--- src/rsf_defines.svh ---
// Constants for the regulator status flag bank: offsets, bit positions, reset values and counts.
`ifndef RSF_DEFINES_SVH
`define RSF_DEFINES_SVH

// ****************************************************************
// Register offsets on the serial management port.
// ****************************************************************
`define RSF_ADDR_W 8
`define RSF_ADDR_BUCK3 8'h07
`define RSF_ADDR_BUCK4 8'h08
`define RSF_ADDR_LIN1 8'h09
`define RSF_ADDR_LIN2 8'h0a

// ****************************************************************
// Field positions inside every status byte.
// ****************************************************************
`define RSF_BIT_FAULT 7
`define RSF_BIT_RETRY 6
`define RSF_BIT_NEG 5
`define RSF_BIT_ZC 4
`define RSF_BIT_CUR_LIM 3
`define RSF_BIT_SS_DONE 2
`define RSF_BIT_GOOD 1
`define RSF_BIT_ON 0

// ****************************************************************
// Reset values and counts.
// ****************************************************************
`define RSF_STATUS_RESET 8'h00
`define RSF_READ_ZERO 8'h00
`define RSF_VALID_IDLE 1'b0
`define RSF_IRQ_IDLE 1'b1
`define RSF_OC_CNT_W 4
`define RSF_OC_CNT_ONE 4'h1
`define RSF_OC_CNT_RESET 4'h0
`define RSF_OC_LIMIT_DEFAULT 4'h8
`define RSF_NUM_BUCK 2
`define RSF_NUM_LIN 2
`define RSF_NUM_CHAN 4

`endif

--- src/rsf_pkg.sv ---
// Types shared by the regulator status flag bank modules.
`include "rsf_defines.svh"
package rsf_pkg;
  // State of one switching channel: overcurrent event count and its status byte.
  typedef struct packed {
    logic [`RSF_OC_CNT_W-1:0] oc_count;
    logic [7:0] status;
  } rsf_buck_state_t;
  // State of one linear channel: its status byte.
  typedef struct packed {
    logic [7:0] status;
  } rsf_lin_state_t;
  // State of the top: read answer and interrupt line.
  typedef struct packed {
    logic [7:0] rd_data;
    logic rd_valid;
    logic irq_out_n;
  } rsf_top_state_t;
endpackage : rsf_pkg

--- src/rsf_status_bank.sv ---
// Status register bank for two switching and two linear regulator channels.
`timescale 1ns/1ps
`include "rsf_defines.svh"
module rsf_status_bank
  import rsf_pkg::*;
#(
  parameter int NUM_BUCK = `RSF_NUM_BUCK,
  parameter int NUM_LIN = `RSF_NUM_LIN,
  parameter logic [`RSF_OC_CNT_W-1:0] OC_LIMIT = `RSF_OC_LIMIT_DEFAULT
) (
  input wire logic clk_sys,
  input wire logic rst_n,
  input wire logic rd_req,
  input wire logic [`RSF_ADDR_W-1:0] rd_addr,
  input wire logic [NUM_BUCK-1:0] buck_on,
  input wire logic [NUM_BUCK-1:0] buck_ss_done,
  input wire logic [NUM_BUCK-1:0] buck_output_good,
  input wire logic [NUM_BUCK-1:0] buck_overcurrent_event,
  input wire logic [NUM_BUCK-1:0] buck_neg_limit_cmp,
  input wire logic [NUM_BUCK-1:0] buck_pulse_skip_mode,
  input wire logic [NUM_BUCK-1:0] buck_zero_cross_cmp,
  input wire logic [NUM_LIN-1:0] lin_on,
  input wire logic [NUM_LIN-1:0] lin_ss_done,
  input wire logic [NUM_LIN-1:0] lin_output_good,
  input wire logic [NUM_LIN-1:0] lin_current_limit,
  input wire logic [NUM_BUCK+NUM_LIN-1:0] fault_irq_mask,
  output logic [7:0] rd_data,
  output logic rd_valid,
  output logic irq_out_n
);
  // ****************************************************************
  // Declarations.
  // ****************************************************************
  localparam int NUM_CHAN = NUM_BUCK + NUM_LIN; // Channels in register order.
  logic [7:0] chan_status [NUM_CHAN]; // Status byte per channel, buck channels first.
  logic [NUM_CHAN-1:0] chan_hit; // Read address selects this channel.
  logic [NUM_CHAN-1:0] chan_clear; // Clear-on-read pulse per channel.
  logic [NUM_CHAN-1:0] chan_fault; // Summary fault bit per channel.
  logic [`RSF_ADDR_W-1:0] chan_addr [NUM_CHAN]; // Offset per channel.
  rsf_top_state_t st; // Registered top state.
  rsf_top_state_t next_st; // Next top state.

  // ****************************************************************
  // Channel address map.
  // ****************************************************************
  // Offsets are consecutive, so a table keeps the decode in one loop.
  assign chan_addr[0] = `RSF_ADDR_BUCK3;
  assign chan_addr[1] = `RSF_ADDR_BUCK4;
  assign chan_addr[2] = `RSF_ADDR_LIN1;
  assign chan_addr[3] = `RSF_ADDR_LIN2;

  // ****************************************************************
  // Per-channel decode, clear pulse and fault tap.
  // ****************************************************************
  // The clear pulse lands on the same edge that captures the answer, so the
  // host sees the flag that caused the read before it goes.
  genvar gc;
  generate
    for (gc = 0; gc < NUM_CHAN; gc++) begin : g_decode
      assign chan_hit[gc] = (rd_addr == chan_addr[gc]);
      assign chan_clear[gc] = rd_req && chan_hit[gc];
      assign chan_fault[gc] = chan_status[gc][`RSF_BIT_FAULT];
    end
  endgenerate

  // ****************************************************************
  // Switching channels.
  // ****************************************************************
  genvar gb;
  generate
    for (gb = 0; gb < NUM_BUCK; gb++) begin : g_buck
      rsf_buck_channel #(
        .OC_LIMIT(OC_LIMIT)
      ) u_buck (
        .clk_sys(clk_sys),
        .rst_n(rst_n),
        .regulator_on_status(buck_on[gb]),
        .soft_start_complete(buck_ss_done[gb]),
        .output_good(buck_output_good[gb]),
        .highside_overcurrent_event(buck_overcurrent_event[gb]),
        .neg_limit_cmp(buck_neg_limit_cmp[gb]),
        .pulse_skip_mode(buck_pulse_skip_mode[gb]),
        .zero_cross_cmp(buck_zero_cross_cmp[gb]),
        .clear_on_read(chan_clear[gb]),
        .status(chan_status[gb])
      );
    end
  endgenerate

  // ****************************************************************
  // Linear channels.
  // ****************************************************************
  genvar gl;
  generate
    for (gl = 0; gl < NUM_LIN; gl++) begin : g_lin
      rsf_lin_channel u_lin (
        .clk_sys(clk_sys),
        .rst_n(rst_n),
        .regulator_on_status(lin_on[gl]),
        .soft_start_complete(lin_ss_done[gl]),
        .output_good(lin_output_good[gl]),
        .current_limit_live(lin_current_limit[gl]),
        .clear_on_read(chan_clear[NUM_BUCK+gl]),
        .status(chan_status[NUM_BUCK+gl])
      );
    end
  endgenerate

  // ****************************************************************
  // Read answer and interrupt line.
  // ****************************************************************
  // An unmapped offset answers zero rather than holding the old byte, so the
  // host never mistakes stale data for a flag.
  always_comb begin
    next_st = st;
    next_st.rd_valid = rd_req;
    if (rd_req) begin
      next_st.rd_data = `RSF_READ_ZERO;
      for (int i = 0; i < NUM_CHAN; i++) begin
        if (chan_hit[i]) begin
          next_st.rd_data = chan_status[i];
        end
      end
    end
    // Any unmasked fault pulls the line low; it is a level, not a pulse.
    next_st.irq_out_n = ~|(chan_fault & ~fault_irq_mask);
  end

  // Register the top state; the interrupt line idles high.
  always_ff @(posedge clk_sys or negedge rst_n) begin
    if (!rst_n) begin
      st <= '{rd_data: `RSF_READ_ZERO, rd_valid: `RSF_VALID_IDLE, irq_out_n: `RSF_IRQ_IDLE};
    end else begin
      st <= next_st;
    end
  end

  assign rd_data = st.rd_data;
  assign rd_valid = st.rd_valid;
  assign irq_out_n = st.irq_out_n;
endmodule : rsf_status_bank

--- src/rsf_buck_channel.sv ---
// Status byte of one switching regulator channel with its sticky flags.
`timescale 1ns/1ps
`include "rsf_defines.svh"
module rsf_buck_channel
  import rsf_pkg::*;
#(
  parameter logic [`RSF_OC_CNT_W-1:0] OC_LIMIT = `RSF_OC_LIMIT_DEFAULT
) (
  input wire logic clk_sys,
  input wire logic rst_n,
  input wire logic regulator_on_status,
  input wire logic soft_start_complete,
  input wire logic output_good,
  input wire logic highside_overcurrent_event,
  input wire logic neg_limit_cmp,
  input wire logic pulse_skip_mode,
  input wire logic zero_cross_cmp,
  input wire logic clear_on_read,
  output logic [7:0] status
);
  rsf_buck_state_t st; // Registered state.
  rsf_buck_state_t next_st; // Next state.
  logic retry_cause; // Overcurrent limit reached while the output is bad.
  logic neg_cause; // Negative limit comparator active.
  logic zc_cause; // Zero-cross detection active and tripped.
  logic next_retry; // Retry flag after this edge.
  logic fault_cause; // Live reason for the summary fault.

  // ****************************************************************
  // Flag and counter update.
  // ****************************************************************
  // A sticky flag keeps its cause ORed in, so a set in the clearing cycle wins.
  always_comb begin
    next_st = st;
    retry_cause = (st.oc_count == OC_LIMIT) && !output_good;
    neg_cause = neg_limit_cmp;
    zc_cause = pulse_skip_mode && zero_cross_cmp;
    // The count restarts once the output is good again; it saturates at the limit.
    if (output_good) begin
      next_st.oc_count = `RSF_OC_CNT_RESET;
    end else if (highside_overcurrent_event && st.oc_count != OC_LIMIT) begin
      next_st.oc_count = st.oc_count + `RSF_OC_CNT_ONE;
    end
    next_retry = retry_cause | (st.status[`RSF_BIT_RETRY] & ~clear_on_read);
    fault_cause = next_retry | (regulator_on_status & soft_start_complete & ~output_good);
    next_st.status[`RSF_BIT_FAULT] = fault_cause | (st.status[`RSF_BIT_FAULT] & ~clear_on_read);
    next_st.status[`RSF_BIT_RETRY] = next_retry;
    next_st.status[`RSF_BIT_NEG] = neg_cause | (st.status[`RSF_BIT_NEG] & ~clear_on_read);
    next_st.status[`RSF_BIT_ZC] = zc_cause | (st.status[`RSF_BIT_ZC] & ~clear_on_read);
    next_st.status[`RSF_BIT_CUR_LIM] = 1'b0;
    next_st.status[`RSF_BIT_SS_DONE] = soft_start_complete;
    next_st.status[`RSF_BIT_GOOD] = output_good;
    next_st.status[`RSF_BIT_ON] = regulator_on_status;
  end

  // Register the state; power-on clears every flag.
  always_ff @(posedge clk_sys or negedge rst_n) begin
    if (!rst_n) begin
      st <= '{oc_count: `RSF_OC_CNT_RESET, status: `RSF_STATUS_RESET};
    end else begin
      st <= next_st;
    end
  end

  assign status = st.status;
endmodule : rsf_buck_channel

--- src/rsf_lin_channel.sv ---
// Status byte of one linear regulator channel with its sticky fault flag.
`timescale 1ns/1ps
`include "rsf_defines.svh"
module rsf_lin_channel
  import rsf_pkg::*;
(
  input wire logic clk_sys,
  input wire logic rst_n,
  input wire logic regulator_on_status,
  input wire logic soft_start_complete,
  input wire logic output_good,
  input wire logic current_limit_live,
  input wire logic clear_on_read,
  output logic [7:0] status
);
  rsf_lin_state_t st; // Registered state.
  rsf_lin_state_t next_st; // Next state.
  logic fault_cause; // Enabled, ramp done and output bad.

  // ****************************************************************
  // Status update.
  // ****************************************************************
  // Reserved bits are rebuilt as zero on every edge; nothing writes them.
  always_comb begin
    next_st.status = `RSF_STATUS_RESET;
    fault_cause = regulator_on_status & soft_start_complete & ~output_good;
    next_st.status[`RSF_BIT_FAULT] = fault_cause | (st.status[`RSF_BIT_FAULT] & ~clear_on_read);
    next_st.status[`RSF_BIT_CUR_LIM] = current_limit_live;
    next_st.status[`RSF_BIT_SS_DONE] = soft_start_complete;
    next_st.status[`RSF_BIT_GOOD] = output_good;
    next_st.status[`RSF_BIT_ON] = regulator_on_status;
  end

  // Register the state; power-on clears the fault flag.
  always_ff @(posedge clk_sys or negedge rst_n) begin
    if (!rst_n) begin
      st <= '{status: `RSF_STATUS_RESET};
    end else begin
      st <= next_st;
    end
  end

  assign status = st.status;
endmodule : rsf_lin_channel

--- config.mk ---
export PLATFORM = sky130hd
export DESIGN_NAME = rsf_status_bank
export DESIGN_NICKNAME = d
export VERILOG_FILES = /design/src/rsf_pkg.sv /design/src/rsf_status_bank.sv /design/src/rsf_buck_channel.sv /design/src/rsf_lin_channel.sv
export VERILOG_INCLUDE_DIRS = /design/src /design/src/src
export SDC_FILE = /design/constraint.sdc
export NUM_CORES = 1
export LEC_CHECK = 0
export BUFFER_PORTS_ARGS = -buffer_cell sky130_fd_sc_hd__buf_2
export CAP_MARGIN = 5
export CELL_PAD_IN_SITES_DETAIL_PLACEMENT = 0
export CELL_PAD_IN_SITES_GLOBAL_PLACEMENT = 2
export CORE_UTILIZATION = 34
export DETAILED_ROUTE_END_ITERATION = 16
export PLACE_DENSITY_LB_ADDON = 0.1
export SLEW_MARGIN = 20
export SYNTH_ARGS = -nofsm -noshare
export SYNTH_HDL_FRONTEND = slang
export SYNTH_HIERARCHICAL = 1
export SYNTH_SLANG_ARGS = --single-unit
--- constraint.sdc ---
create_clock -name clk_sys -period 1.6 [get_ports clk_sys]
set_clock_uncertainty 0.1 [all_clocks]
set_input_delay 0.08 -clock clk_sys [delete_from_list [all_inputs] [get_ports clk_sys]]
set_output_delay 0.08 -clock clk_sys [all_outputs]
set_load 0.01 [all_outputs]
==> reports/results.txt, run 1 <==
Total Power: 2.28 mW
Placed instance area: 2440 sq um
# diodes: 0
EDFF count, synth: 0
Switching power: 547 uW
Clock buffer depth: 2
Fill cells: 599
Clock power frac: 36.2%
CTS tree: yes
Post-Syn Instances: 211
Asr flop ratio synth: 100%
Unrepaired setup endpoints after global routing: no
Synth warn: 6
DRT Pass-1 Iters: 4
Largest net degree at the start of global routing: 25
Root Driver: clkbuf_8
Final Instance Area: 2820 sq um
CTS Buf Count: 5
DR iter-0 viols: 81
Die Span X: 82.6 um
Hold Crit Class: in -> reg
Final Hold Viols: 0
Routed len/inst: 14.7 um
Core area: 6100 sq um
Via count: 1737
Distinct cells, synth: 41
Final Core Density: 46.2%
Latest clock arrival within the worst-skew pair: 0.29 ns
Mean Syn Cell Area: 10.5 sq um
Minimum clock period: 1.55 ns
Max-cap violations: 0
IO buf count: 46
I/O pin count: 47
Status: finished, final reports clean
Critical path class: in -> reg
Sequential power share: 49.8%
CTS clk-pin slew, worst paths: 0.08 ns
Pleak: 1.26 nW
CP Data Required Time: 1.67 ns
GRT Total Usage: 16.7%
Yosys top cell by area: dfrtp_1
Top-count cell post-synth: dfrtp_1
Detailed placer's ending HPWL: 3740 um
Die ar.: 6820 sq um
Logic pwr share: 14.0%
Vias/cell: 4.99
Total wire length: 5100 um
Worst vdd rail ir drop: 0.341 mV
FF-to-FF setup slack: 0.13 ns
CTS H-tree lvls: 2
Most used DFF post-synth: dfrtp_1
Nets: 313
Gr ovfl total: 0
Fin Hold WS: 0.0177 ns
Global-route wire length before repair: 8200 um
Syn Std Cell Area: 2210 sq um
CP max FO: 4
DIE HEIGHT: 82.6 um
Synth top area share: 46.5%
Vias in the first global route: 1712
Top cells by area, synth: dfrtp_1 46%, buf_4 7.5%, a2111o_1 4.1%
Max Clk Rate: 644 MHz
Area Overhead vs Synth: 27.6%
Sink Count: 42
Most frequent cells after synthesis: 41 x dfrtp_1, 22 x buf_4, 13 x inv_1
Arrival @ worst endpoint: 1.63 ns
DR DRC count: 0
Switching Share: 24.0%
#FFs+latches synth: 42
Layout cells sized above 1: 31.9%
Internal: 1.74 mW
Power Dens Cells: 811 nW/um^2
Initial antenna violation count: 0
Slew Limit Fails: 0
Setup violators final: 0
Rows: 28
Fin crit share: 97.0%
Crit path launch type: primary input
Worst setup EP type: register
Seq/Total Area, Yosys: 47.7%
Initial Util: 36.2%
DRT antenna net count: 0
Gpl congestion: 0.727
Setup_tns: 0 ns
==> cell type report <==
cell class / instances / area, sq um / share of cell area, %
Tap cell: 75 / 93.8 / 3.33
Clock inverter: 2 / 37.5 / 1.33
Clock buffer: 6 / 72.6 / 2.58
Multi-Input combinational cell: 126 / 918 / 32.6
Timing Repair Buffer: 84 / 593 / 21.1
Inverter: 13 / 48.8 / 1.73
Sequential cell: 42 / 1050 / 37.4
==> per-stage QoR <==
| stage | instances | setup WS, ns |
|---|---|---|
| after floorplan | 215 | -0.135 |
| after global placement | 314 | -0.0800 |
| after detailed placement | 314 | -0.116 |
| after CTS | 347 | 0.0360 |
| after global routing | 348 | 0.00710 |
| final | 348 | 0.0477 |
==> power groups by stage <==
stage / combinational (mW) / sequential [mW] / clock, mW
CTS: 0.317 / 1.14 / 0.859
finish: 0.319 / 1.14 / 0.828
detailed placement: 0.271 / 1.16 / 0
global route: 0.355 / 1.14 / 0.909
global placement: 0.263 / 1.16 / 0
floorplan: 0.154 / 1.16 / 0
==> layout by cell type, fill, tap and decap left out, types with 4 or more instances in the layout <==
| master | count |
|---|---|
| nor2_1 | 6 |
| inv_1 | 12 |
| nand2b_1 | 11 |
| o41ai_1 | 8 |
| or2_2 | 8 |
| a2111o_1 | 8 |
| buf_2 | 46 |
| dlygate4sd3_1 | 26 |
| ha_1 | 4 |
| nand3_1 | 10 |
| a31oi_1 | 8 |
| dfrtp_1 | 41 |
| clkbuf_8 | 5 |
| conb_1 | 8 |
| nand2_1 | 8 |
| buf_4 | 11 |
| nor3_1 | 9 |
==> critical path: stages <==
cell,delay (ns)
buf_2,0.11
buf_4,0.13
nor4_4,0.27
and3_1,0.18
inv_1,0.10
a22o_1,0.21
dlygate4sd3_1,0.54
==> final timing paths <==
path | from | to | cells after the start
min in group asynchronous | rst_n | rd_valid | 2
min | fault_irq_mask[0] | irq_out_n | 3
max | rd_addr[5] | g_buck[0].u_buck/status[4] | 7
max in group asynchronous | rst_n | irq_out_n | 3
max reg2reg | g_buck[0].u_buck/st[8] | g_buck[0].u_buck/st[10] | 5
min reg2reg | g_buck[0].u_buck/status[5] | g_buck[0].u_buck/status[5] | 1
==> kinds of logic (layout without fill, tap and decap cells) <==
kind of cell	after synthesis	count (layout)	share of synthesized area [%]
flip-flops	42	42	47.7
adder cells (fa/ha/maj)	4	4	2.27
AND/OR/NAND/NOR	70	70	19.8
other	4	8	0.680
XOR/XNOR	2	2	0.794
AO/OA/AOI/OAI	42	42	16.3
buffers and inverters	47	105	12.5
==> metal layers <==
| metal | global-route usage (%) | share of wire (%) |
|---|---|---|
| met1 | 21.2 | 46 |
| met2 | 27.3 | 47 |
| met3 | 4.18 | 5.1 |
| met4 | 6.55 | 1.4 |
| met5 | 0 | 0 |
==> timing repair <==
item	CTS	global route
hold endpoints to repair	63	1
buffers inserted	0	0
endpoints found under the setup margin	0	2
hold buffers	25	2
gates resized for setup	0	1
==> flip-flops by register name, indices dropped and copies added (netlist names) <==
register,count
g_buck.u_buck/status,14
g_lin.u_lin/status,10
rd_data,8
rd_valid,1
g_buck.u_buck/st,8
irq_out_n,1
Power figures use the tool's default switching activity.
==> inputs of run 2 (changes only) <==
--- a/config.mk
+++ b/config.mk
@@ -11,4 +11,5 @@
 export CELL_PAD_IN_SITES_DETAIL_PLACEMENT = 0
 export CELL_PAD_IN_SITES_GLOBAL_PLACEMENT = 2
+export CORE_MARGIN = 2
 export CORE_UTILIZATION = 34
 export DETAILED_ROUTE_END_ITERATION = 16
==> constraint.sdc (replaced) <==
create_clock -name clk_sys -period 1.6 [get_ports clk_sys]
set_clock_uncertainty 0.1 [all_clocks]
set_input_delay 0.32 -clock clk_sys [delete_from_list [all_inputs] [get_ports clk_sys]]
set_output_delay 0.32 -clock clk_sys [all_outputs]
set_load 0.01 [all_outputs]
==> run 2 against run 1 <==
  * The flow now finishes with violations (negative setup slack)
  * Cell area decreased by 5.1%
  * Clock power shrank 20%
  * Clock-buffer cell count increased by 1
  * Setup slack got worse by 0.082 ns
  * Cell count fell by 3.7%
  * Wire length hardly changed
  * Combinational power fell by 7.2%
  * Largest power group unchanged
==> reports/results.txt, run 2 (synthesis results as in run 1) <==
Status: finished, violations left
Failing checks: negative setup slack
Routed len/inst: 15.2 um (+4.0%)
Post-placement worst setup slack: -0.353 ns (-0.237 ns)
Slew Limit Fails: 0 (unchanged)
Worst setup EP type: register
DR DRC count: 0 (unchanged)
Largest register FFs: 14 (unchanged)
CTS H-tree lvls: 2 (unchanged)
Initial antenna violation count: 0 (unchanged)
Fill cells: 637 (+6.3%)
Total Power: 2.10 mW (-8.1%)
Area occupied by multi-input gates: 947 sq um (+3.1%)
Placed instance area: 2530 sq um (+4.0%)
Logic pwr share: 14.1% (about the same)
Vias/cell: 5.03 (+0.77%)
Switching power: 538 uW (-1.8%)
Setup_tns: -0.0393 ns (-0.0393 ns)
Placed Cells incl. Taps: 324 (+3.2%)
Worst vdd rail ir drop: 0.312 mV (-8.4%)
Clock power frac: 31.7% (-4.5 points)
Via count: 1685 (-3.0%)
GRT Total Usage: 15.6% (-1.1 points)
Arrival @ worst endpoint: 1.70 ns (+0.07 ns)
Fin Hold WS: 0.0368 ns (+0.0191 ns)
Layout cells sized above 1: 38.4% (+6.5 points)
Rows: 29 (+3.6%)
Max-cap violations: 0 (unchanged)
CP Data Required Time: 1.67 ns (about the same)
Pleak: 1.20 nW (-4.4%)
Final Instance Area: 2670 sq um (-5.1%)
Die Span X: 84.6 um (+2.4%)
Root Driver: clkbuf_8
Setup violators final: 2 (+2)
Die ar.: 7150 sq um (+4.9%)
Minimum clock period: 1.63 ns (+0.0818 ns)
Global-route wire length before repair: 8810 um (+7.5%)
Vias in the first global route: 1784 (+4.2%)
Final setup margin: -0.0341 ns (-0.0818 ns)
Sequential power share: 54.2% (+4.4 points)
Latest clock arrival within the worst-skew pair: 0.29 ns (about the same)
DR iter-0 viols: 129 (+59%)
CTS tree: yes
CTS Buf Count: 5 (unchanged)
Final Hold Viols: 0 (unchanged)
Core area: 6310 sq um (+3.6%)
Largest net degree at the start of global routing: 21 (-16%)
Power Dens Cells: 785 nW/um^2 (-3.2%)
I/O pin count: 47 (unchanged)
Detailed placer's ending HPWL: 3920 um (+4.9%)
Max Clk Rate: 612 MHz (-5.0%)
DRT Pass-1 Iters: 4 (unchanged)
Critical path class: in -> reg
CTS clk-pin slew, worst paths: 0.07 ns (about the same)
Initial Util: 35.0% (-1.2 points)
Total wire length: 5100 um (about the same)
DIE HEIGHT: 84.6 um (+2.4%)
CP max FO: 4 (unchanged)
Switching Share: 25.6% (+1.7 points)
IO buf count: 46 (unchanged)
# diodes: 0 (unchanged)
Clock buffer depth: 2 (unchanged)
Gpl congestion: 0.765 (+5.3%)
Crit path launch type: primary input
Internal: 1.56 mW (-10%)
Gr ovfl total: 0 (unchanged)
Leading cell type in the layout, fill and taps excluded: buf_2
Sequential Area: 1050 sq um (unchanged)
DRT antenna net count: 0 (unchanged)
Commonest cells after routing, fill and taps aside: 44 x buf_2, 41 x dfrtp_1, 20 x buf_4
Fin crit share: 102% (+5.1 points)
Area Overhead vs Synth: 21.1%
Final Core Density: 42.4% (-3.9 points)
Unrepaired setup endpoints after global routing: yes
Hold Crit Class: in -> reg
Nets: 298 (-4.8%)
Final cell count without fillers: 335 (-3.7%)
Sink Count: 42 (unchanged)
==> run 2: timing repair <==
item	4_1_cts	5_1_grt
setup endpoints to repair	3	8
gates resized for setup	2	2
endpoints found under the hold margin	17	0
buffers inserted	0	2
hold buffers	1	0
pin swaps	4	1
==> run 2: worst paths after layout <==
| path | start | end | slack (ns) | cells past startpoint |
|---|---|---|---|---|
| worst max-delay path | rd_addr[5] | g_buck[1].u_buck/status[7] | -0.03 | 7 |
| worst min-delay path | lin_current_limit[0] | g_lin[0].u_lin/status[3] | 0.04 | 1 |
| worst max register to register | g_buck[0].u_buck/st[8] | g_buck[0].u_buck/st[10] | 0.12 | 5 |
| worst min register to register | g_buck[1].u_buck/status[5] | g_buck[1].u_buck/status[5] | 0.39 | 1 |
| max in group asynchronous | rst_n | rd_data[4] | 0.51 | 3 |
| min in group asynchronous | rst_n | g_buck[1].u_buck/st[8] | 0.43 | 2 |
==> run 2: worst max-delay path, stage by stage <==
cell and delay (ns):
buf_6 0.09, or4_4 0.57, nor2_4 0.11, and4b_1 0.20, inv_2 0.06, o2bb2ai_4 0.13, a211o_1 0.22
==> run 2: per-layer routing <==
| layer | wire [um] | vias up | global-route usage (%) |
|---|---|---|---|
| li1 | - | 819 | - |
| met1 | 2210 | 821 | 20.0 |
| met2 | 2600 | 38 | 26.3 |
| met3 | 212 | 7 | 3.44 |
| met4 | 85 | 0 | 5.05 |
| met5 | 0 | - | 0 |
==> run 2: power groups by stage <==
stage	combinational [mW]	sequential, mW	clock (mW)
2_1_floorplan	0.161	1.16	0
3_3_place_gp	0.282	1.16	0
3_5_place_dp	0.289	1.16	0
4_1_cts	0.293	1.14	0.697
5_1_grt	0.332	1.14	0.755
6_report	0.296	1.14	0.665
==> run 2: final cells by class <==
| cell class | instances | share of cell area, % |
|---|---|---|
| Sequential cell | 42 | 39.4 |
| Multi-Input combinational cell | 126 | 35.4 |
| Timing Repair Buffer | 69 | 16.6 |
| Tap cell | 77 | 3.60 |
| Clock buffer | 7 | 2.85 |
| Inverter | 13 | 1.92 |
| Clock inverter | 1 | 0.281 |
